===== config.mk =====
export PLATFORM = sky130hd
export DESIGN_NAME = irc_interrupt_reset_control
export DESIGN_NICKNAME = d
export VERILOG_FILES = /design/src/inc/irc_pkg.sv /design/src/hdl/irc_interrupt_reset_control.sv
export SDC_FILE = /design/constraint.sdc
export NUM_CORES = 1
export LEC_CHECK = 0
export BUFFER_PORTS_ARGS = -buffer_cell sky130_fd_sc_hd__buf_2
export CAP_MARGIN = 20
export CORE_ASPECT_RATIO = 0.5
export CORE_MARGIN = 3
export CORE_UTILIZATION = 45
export CTS_CLUSTER_DIAMETER = 60
export DETAILED_ROUTE_END_ITERATION = 8
export MAX_ROUTING_LAYER = met4
export PLACE_DENSITY = 0.84
export SLEW_MARGIN = 5
export SYNTH_ARGS = -nofsm -noshare
export SYNTH_HDL_FRONTEND = slang
export SYNTH_SLANG_ARGS = --single-unit

===== constraint.sdc =====
create_clock -name ref_clk -period 2.16 [get_ports ref_clk]
set_input_delay 0.108 -clock ref_clk [delete_from_list [all_inputs] [get_ports ref_clk]]
set_output_delay 0.108 -clock ref_clk [all_outputs]
set_load 0.005 [all_outputs]

===== src/inc/irc_pkg.sv =====
package irc_pkg;
	localparam int          PHASES        = 4;     // clock cycles per machine cycle
	localparam int          RESET_MCYCLES = 4;     // least reset length in machine cycles
	localparam int          RESET_CLOCKS  = RESET_MCYCLES * PHASES;
	localparam int          PC_W          = 11;
	localparam int          STACK_DEPTH   = 3;
	localparam logic [10:0] PC_RESET      = 11'h000;
	localparam logic [10:0] INT_VECTOR    = 11'h03C;
	localparam int          OUT_LINES     = 27;
	localparam logic [OUT_LINES-1:0] OUT_OE_RESET = 27'h7FFFFFF; // oe high = released

	typedef enum logic [1:0] {
		IRC_T1 = 2'b00,
		IRC_T2 = 2'b01,
		IRC_T3 = 2'b10,
		IRC_T4 = 2'b11
	} irc_phase_t;

	// instruction control strobes from the decoder
	typedef struct packed {
		logic       lastCycle;   // final machine cycle of current instruction
		logic       firstCycle;  // first machine cycle of current instruction
		logic       enableInt;   // enable_interrupt_op
		logic       maskInt;     // mask_interrupt_op
		logic       testClear;   // test_clear_pending_op
		logic       subExit;     // subroutine_exit_op
		logic       clearAcc;    // clear_accumulator_op
		logic       loadImm;     // load_immediate_op
		logic       call;        // ordinary call push
		logic       jump;        // ordinary jump load
	} irc_ctl_t;
endpackage


===== src/hdl/irc_interrupt_reset_control.sv =====
`timescale 1ns/1ps
// Function
// - one machine cycle is exactly four oscillator clock cycles.
// - reset loads program counter zero and clears pending and enable flags.
// - during reset all open-drain output transistors are switched off.
// - after reset releases, fetching starts at program address zero.
// - falling edge on interrupt request sets the pending flag.
// - pending flag clears on acceptance and on test-and-clear instruction.
// - enable set only by enable op, cleared by mask op or acceptance.
// - flags act independently; disabled enable flag blocks interrupts.
// - sample pending in last clock of instruction; take if enabled.
// - acceptance pushes next address, loads vector 03C, clears both flags.
// - multi-cycle instructions sample only at end of final machine cycle.
// - clear-accumulator and load-immediate instructions never accept interrupts.
// - test-and-clear clears pending at T3 of first cycle, skips if set.
// - request after that clear sets pending again, sampled at T4.
// - no acceptance during enable op; enable takes effect next instruction.
// - subroutine exit pops most recent return address into program counter.
module irc_interrupt_reset_control #(
	parameter int PC_W  = irc_pkg::PC_W,
	parameter int DEPTH = irc_pkg::STACK_DEPTH
) (
	input  wire logic                          ref_clk,
	input  wire logic                          nrst,
	input  wire logic                          chipClearIn,
	input  wire logic                          intReqN,
	input  wire irc_pkg::irc_ctl_t             ctl,
	input  wire logic [PC_W-1:0]               nextPc,
	input  wire logic [PC_W-1:0]               targetPc,
	output irc_pkg::irc_phase_t                phase,
	output logic                               mcycleEnd,
	output logic                               instrEnd,
	output logic [PC_W-1:0]                    programCounter,
	output logic                               intPending,
	output logic                               interruptEnableFlag,
	output logic                               intAccept,
	output logic                               skipNext,
	output logic [irc_pkg::OUT_LINES-1:0]      outReleaseOe,
	output logic                               coreRun
);
	irc_pkg::irc_phase_t phase_q;
	logic                clr;
	logic                reqS1_q;
	logic                reqS2_q;
	logic                reqS3_q;
	logic                fall;
	logic                pend_q;
	logic                ena_q;
	logic                enaPend_q;
	logic                skip_q;
	logic [PC_W-1:0]     pc_q;
	logic [PC_W-1:0]     stack_q [DEPTH];
	logic                take;
	logic                tcClear;

	// both the pin reset and the core reset put the block in reset, except the request synchroniser, which only the pin reset clears
	assign clr = !nrst || chipClearIn;

	// phase counter T1..T4
	always_ff @(posedge ref_clk) begin
		if (clr) begin
			phase_q <= irc_pkg::IRC_T1;
		end else begin
			phase_q <= irc_pkg::irc_phase_t'(phase_q + 2'h1);
		end
	end

	assign phase     = phase_q;
	assign mcycleEnd = !clr && (phase_q == irc_pkg::IRC_T4);
	assign instrEnd  = mcycleEnd && ctl.lastCycle;

	// request synchroniser; first stage feeds only the second
	always_ff @(posedge ref_clk) begin
		if (!nrst) begin
			reqS1_q <= 1'b1;
			reqS2_q <= 1'b1;
			reqS3_q <= 1'b1;
		end else begin
			reqS1_q <= intReqN;
			reqS2_q <= reqS1_q;
			reqS3_q <= reqS2_q;
		end
	end

	assign fall = reqS3_q && !reqS2_q;

	// test-and-clear strobes its clear at T3 of its first machine cycle
	assign tcClear = ctl.testClear && ctl.firstCycle && (phase_q == irc_pkg::IRC_T3);

	// acceptance at end of last cycle; blocked by enable op and by clear-accumulator and load-immediate ops
	assign take = instrEnd && pend_q && ena_q && !ctl.enableInt
		&& !ctl.clearAcc && !ctl.loadImm;

	assign intAccept = take;

	// pending flag: a new edge wins over acceptance or test-and-clear in the same cycle; reset wins over it
	always_ff @(posedge ref_clk) begin
		if (clr) begin
			pend_q <= 1'b0;
		end else if (fall) begin
			pend_q <= 1'b1;
		end else if (take || tcClear) begin
			pend_q <= 1'b0;
		end
	end

	// skip decision taken from the flag value just before the clear;
	// it must outlive the test-and-clear itself to cover the next instruction
	always_ff @(posedge ref_clk) begin
		if (clr) begin
			skip_q <= 1'b0;
		end else if (tcClear) begin
			skip_q <= pend_q;
		end else if (instrEnd && !ctl.testClear) begin
			skip_q <= 1'b0;
		end
	end

	assign skipNext = skip_q;

	// enable flag; enable op arms it, it lands at start of next instruction
	always_ff @(posedge ref_clk) begin
		if (clr) begin
			ena_q     <= 1'b0;
			enaPend_q <= 1'b0;
		end else if (take) begin
			ena_q     <= 1'b0;
			enaPend_q <= 1'b0;
		end else if (instrEnd && ctl.maskInt) begin
			ena_q     <= 1'b0;
			enaPend_q <= 1'b0;
		end else if (instrEnd && ctl.enableInt) begin
			enaPend_q <= 1'b1;
		end else if (enaPend_q) begin
			ena_q     <= 1'b1;
			enaPend_q <= 1'b0;
		end
	end

	// program counter and return stack
	always_ff @(posedge ref_clk) begin
		if (clr) begin
			pc_q <= PC_W'(irc_pkg::PC_RESET);
			for (int i = 0; i < DEPTH; i++) begin
				stack_q[i] <= '0;
			end
		end else if (take) begin
			pc_q       <= PC_W'(irc_pkg::INT_VECTOR);
			stack_q[0] <= nextPc;
			for (int i = 1; i < DEPTH; i++) begin
				stack_q[i] <= stack_q[i-1];
			end
		end else if (instrEnd && ctl.subExit) begin
			pc_q <= stack_q[0];
			for (int i = 0; i < DEPTH - 1; i++) begin
				stack_q[i] <= stack_q[i+1];
			end
		end else if (instrEnd && ctl.call) begin
			pc_q       <= targetPc;
			stack_q[0] <= nextPc;
			for (int i = 1; i < DEPTH; i++) begin
				stack_q[i] <= stack_q[i-1];
			end
		end else if (instrEnd) begin
			pc_q <= ctl.jump ? targetPc : nextPc;
		end
	end

	assign programCounter      = pc_q;
	assign intPending          = pend_q;
	assign interruptEnableFlag = ena_q;

	// outputs released (oe high) while in reset; port logic owns them after
	always_ff @(posedge ref_clk) begin
		if (clr) begin
			outReleaseOe <= irc_pkg::OUT_OE_RESET;
			coreRun      <= 1'b0;
		end else begin
			outReleaseOe <= '0;
			coreRun      <= 1'b1;
		end
	end
endmodule


== Word level (Yosys, flattened, before mapping) ==
Memory sizes are Yosys's and may differ from the RTL's.
Index checks and enable logic that the tools add are counted.
Word-level totals
  register bits: 48
  bits in writable memories: 33
  output and inout bits: 47
  logic and storage cells: 90
  memories kept: 1
Operators by class
  add/subtract/negate cells: 1
  equality and inequality tests: 2
  muxes and demuxes: 34
  bitwise operators: 9
  reductions and logical operators: 31
Memories
  stack_q: depth 3, width 11, rd ports 3, clocked after Yosys merged registers in 0, wr ports 3, line irc_interrupt_reset_control.sv:52  | logic [PC_W-1:0] stack_q [DEPTH];
Operator list (count)
  $mux W11: 12
  $mux W27: 1
  $mux W1: 20
  $logic_and A1 B1 Y1: 15
  $or A1 B1 Y1: 8
  $logic_not A1 Y1: 7
  $mux W6: 1
  $eq A2 B2 Y1 const B: 2
  $reduce_bool A2 Y1: 2
  $reduce_bool A4 Y1: 1
  $reduce_bool A3 Y1: 1
  $reduce_or A3 Y1: 1
  $add A2 B1 Y2 const B: 1
  $logic_or A1 B1 Y1: 2
  $reduce_and A2 Y1: 1
  $reduce_or A2 Y1: 1
  $not A1 Y1: 1

== Depth between registers and ports, before layout ==
  depth after elaboration: 16
  mapped depth: 7

== Least setup slack after synthesis ==
No wires, ideal clock.
  path kind: flip-flop to flip-flop
  from: register phase_q[0] (netlist: phase[0])
  to: memory stack_q[0][0] (enable)
  arrival time: 1.711 ns
  required time: 1.778 ns
  slack: 0.067 ns
  stages on the path, launching flop included: 5
  buffers on the path: 0
  period minus slack after synthesis: 2.093 ns
  cell sequence: dfxtp_1 ha_1 nand4b_4 o21ai_2 nand2b_1
RTL lines
  from (decl): line irc_interrupt_reset_control.sv:41  | irc_pkg::irc_phase_t phase_q;
  from (signal assigned): line irc_interrupt_reset_control.sv:62  | phase_q <= irc_pkg::IRC_T1;
  from (signal assigned): line irc_interrupt_reset_control.sv:64  | phase_q <= irc_pkg::irc_phase_t'(phase_q + 2'h1);
  to (decl): line irc_interrupt_reset_control.sv:52

==> flow_summary_export.csv <==
group,metric,value,unit
status,status,"complete, no violations",
pwr,p_int,1.712,mW
critical_path,reg2reg_slack,240,ps
drt,drc,0,
synth,synth_top_area_cell,"edfxtp_1",
critical_path,r2r-end,"stack_q[0][6]",
final_layout,fin_cells,363,
synth,ys_warn_count,0,
synth,synth_top_area_share,0.3757,
sta,rsz0062_at_grt,"false",
global_route,grt_max_degree,28,
final_layout,final_area,3095,µm²
critical_path,crit_path_start_kind,"register",
sta,fin_tns_setup,0,ps
pwr,peakVddDrop,0.0003465,V
clock_network,cts_tree,"done",
drt,drt-vias-per-instance,5.446,
global_route,grt_usage,0.1780,
synth,ys_ff_latch,55,
global_route,grt_busiest_layer,"met2",
synth,seq_area_frac_synth,0.5427,
drt,vias,1977,
drt,postRouteAntennaNets,0,
final_layout,diodes,0,
sta,tightestPinTransition,579.2,ps
sta,setup_viol,0,
final_layout,fin_util,0.5565,
clock_network,clk_path_buf_depth,2,
placed_design,routabilityCongestion,0.7900,
critical_path,reg2reg_depth,5,
placed_design,dp_cells,354,
synth,syn_area,2638,µm²
clock_network,path_clk_slew,70,ps
global_route,grt_pass1_wl,9156,µm
final_layout,areaGrowthSynthToFinish,17.36,%
synth,synth_cell_type_count,36,
clock_network,cts_made_buffers,5,
critical_path,cp_data_required_time,2310,ps
placed_design,post_dp_cell_area,2928,µm²
pwr,p_sw_frac,0.2076,
drt,drt-pass1-iter-count,5,
sta,timing.fmax,522.0,MHz
final_layout,nets,327,
clock_network,cts_sinks,55,
global_route,grt_overflow_total,0,
pwr,p_leak,1.318,nW
clock_network,clkLatencyLatePin,290,ps
critical_path,criticalPathCategory,"register to register",
sta,fin_crit,1916,ps
floorplanning,ios,83,
global_route,grt_pass1_vias,1883,
sta,slew_headroom,0.6130,
sta,skew,8.631,ps
synth,syn_inst,228,
final_layout,drive_gt1_frac,0.4000,
floorplanning,die_width,114.3,µm
pwr,p_per_area,698.0,nW/µm²
critical_path,r2r-start,"phase[0]",
sta,timing.hold.ws,10.56,ps
drt,drt-wirelength-per-cell,16.34,µm
clock_network,h-tree-depth,2,
clock_network,cts_resized,0,
synth,synthTopCellsByArea,"edfxtp_1, dfxtp_1, buf_4, a22o_1, a21oi_1",
drt,drt-total-wl,5933,µm
final_layout,fillers,443,
pwr,p_seq_frac,0.539,
worst_hold_path,hp-class,"input port to register",
pwr,pwr-share-clk,0.394,
clock_network,root_buffer,"clkbuf_16",
global_route,use_met1,0.2203,
sta,finalCritPeriodShare,0.8869,
floorplanning,core_area,5563,µm²
floorplanning,dieArea,6872,µm²
critical_path,path_max_fanout,22,
drt,drt_iter0_drc,144,
flow_run,cap_violations,0,
global_route,grt_antenna_before_repair,0,
sta,slew_viol_final,0,
global_route,use_met2,0.2879,
final_layout,largest_reg_flops,33,
clock_network,post-cts-setup-buffers,0,
global_route,use_met3,0.03741,
critical_path,end_kind,"register",
floorplanning,rows,19,
critical_path,worst_ep_arrival_time,2070,ps
sta,hold_violations,0,
synth,syn_nets,266,
floorplanning,die_y,60.14,µm
floorplanning,initial_core_util,0.4741,
placed_design,numPortBuffers,82,
pwr,switchingPower,448.5,µW
final_layout,largest-register,"stack_q",
critical_path,startpoint,"phase[0]",
synth,syn_avg_cell_area,11.57,µm²
pwr,power_frac_comb,0.067,
critical_path,crit_path_end,"stack_q[0][6]",
placed_design,place_hpwl,4235,µm
[placed cells by master, fill, tap and decap left out, types with 2 or more instances in the layout]
| cell | netlist | layout |
|---|---|---|
| nand2_1 | 12 | 12 |
| nor2_1 | 4 | 4 |
| dfxtp_1 | 22 | 22 |
| o21ai_0 | 9 | 9 |
| mux2_2 | 7 | 7 |
| clkbuf_16 | 0 | 6 |
| a22o_2 | 2 | 2 |
| o211ai_1 | 2 | 2 |
| nand2b_1 | 5 | 5 |
| clkbuf_1 | 4 | 2 |
| nor4b_1 | 4 | 4 |
| a21oi_1 | 26 | 26 |
| buf_4 | 29 | 8 |
| inv_1 | 10 | 10 |
| a211oi_1 | 5 | 5 |
| a22o_1 | 20 | 20 |
| edfxtp_1 | 33 | 33 |
| buf_2 | 0 | 82 |
| ha_1 | 2 | 2 |
| and2_1 | 12 | 12 |
[cells in the mapped netlist]
cell	instances
o21bai_1	1
ha_1	2
clkbuf_1	4
nor4b_1	4
nor2_2	1
a21o_2	1
inv_1	10
a22o_1	20
or2b_1	1
nor2b_1	1
dfxtp_1	22
mux2_2	7
clkbuf_2	1
a21oi_4	1
nor2_1	4
buf_4	29
a21oi_2	1
a21oi_1	26
and2_1	12
and2_2	1
a22o_2	2
nand2_4	1
o21ai_2	1
a211oi_1	5
nor4b_4	1
o211ai_1	2
nand4b_4	1
edfxtp_1	33
buf_6	3
o21ai_0	9
nand3_1	1
a211o_2	1
nand2b_1	5
nand2_1	12
and3_4	1
nand4_1	1
[worst min-delay path by stage]
| stage | start | slack (ps) | endpoint | cells past startpoint |
|---|---|---|---|---|
| after CTS | intReqN | 20 | reqS1_q | 2 |
| after detailed placement | ctl[6] | 290 | enaPend_q | 2 |
| after global placement | ctl[6] | 290 | enaPend_q | 2 |
| final | intReqN | 10 | reqS1_q | 2 |
| after global routing | intReqN | 20 | reqS1_q | 2 |
| after floorplan | ctl[6] | 180 | enaPend_q | 1 |
[metrics by stage]
stage	total power, mW	worst slack, ps
after CTS	2.161	265.1
after floorplan	1.269	67.27
after detailed placement	1.329	300.4
after global placement	1.324	392.0
after global routing	2.220	127.1
final	2.161	244.4
[worst max-delay path, cell delays in order (launching register included)]
cell	delay [ps]
dfxtp_1	380
ha_1	250
nand4b_4	200
buf_4	220
a21oi_4	470
a22o_1	260
[final cells by class]
| cell class | count | area, µm² | area share |
|---|---|---|---|
| well taps | 73 | 91.34 | 0.02951 |
| flip-flops and latches | 55 | 1431 | 0.4624 |
| repair buffers | 91 | 480.5 | 0.1552 |
| multi-input cells | 126 | 897.1 | 0.2898 |
| clock buffers | 8 | 157.7 | 0.05093 |
| inverters | 10 | 37.54 | 0.01213 |
[power by group through the flow]
stage	clock network [mW]	registers, mW	logic (mW)
2_1_floorplan	0	1.18	0.0893
3_3_place_gp	0	1.18	0.140
3_5_place_dp	0	1.19	0.143
4_1_cts	0.852	1.16	0.145
5_1_grt	0.894	1.17	0.159
6_report	0.851	1.16	0.145
[kinds of logic (layout without fill, tap and decap cells)]
| kind of cell | after synthesis | count (layout) | synth area share |
|---|---|---|---|
| compound gates | 70 | 70 | 0.1831 |
| fa+ha+maj | 2 | 2 | 0.009486 |
| buf+inv | 47 | 109 | 0.1172 |
| flops | 55 | 55 | 0.5427 |
| mux | 7 | 7 | 0.02989 |
| simple gates | 47 | 47 | 0.1176 |
[per-layer routing]
layer / part of all wire / wire length (µm) / vias up
met5: 0 / 0 / -
met4: 0.018 / 109 / 0
met3: 0.091 / 541 / 12
met2: 0.48 / 2848 / 96
met1: 0.41 / 2434 / 943
li1: - / - / 926
[repair_timing]
| item | CTS | global route |
|---|---|---|
| endpoints found under the setup margin | 0 | 0 |
| hold buffers | 1 | 0 |
| endpoints found under the hold margin | 1 | 0 |
No activity file was read; power rests on OpenSTA's default activity.
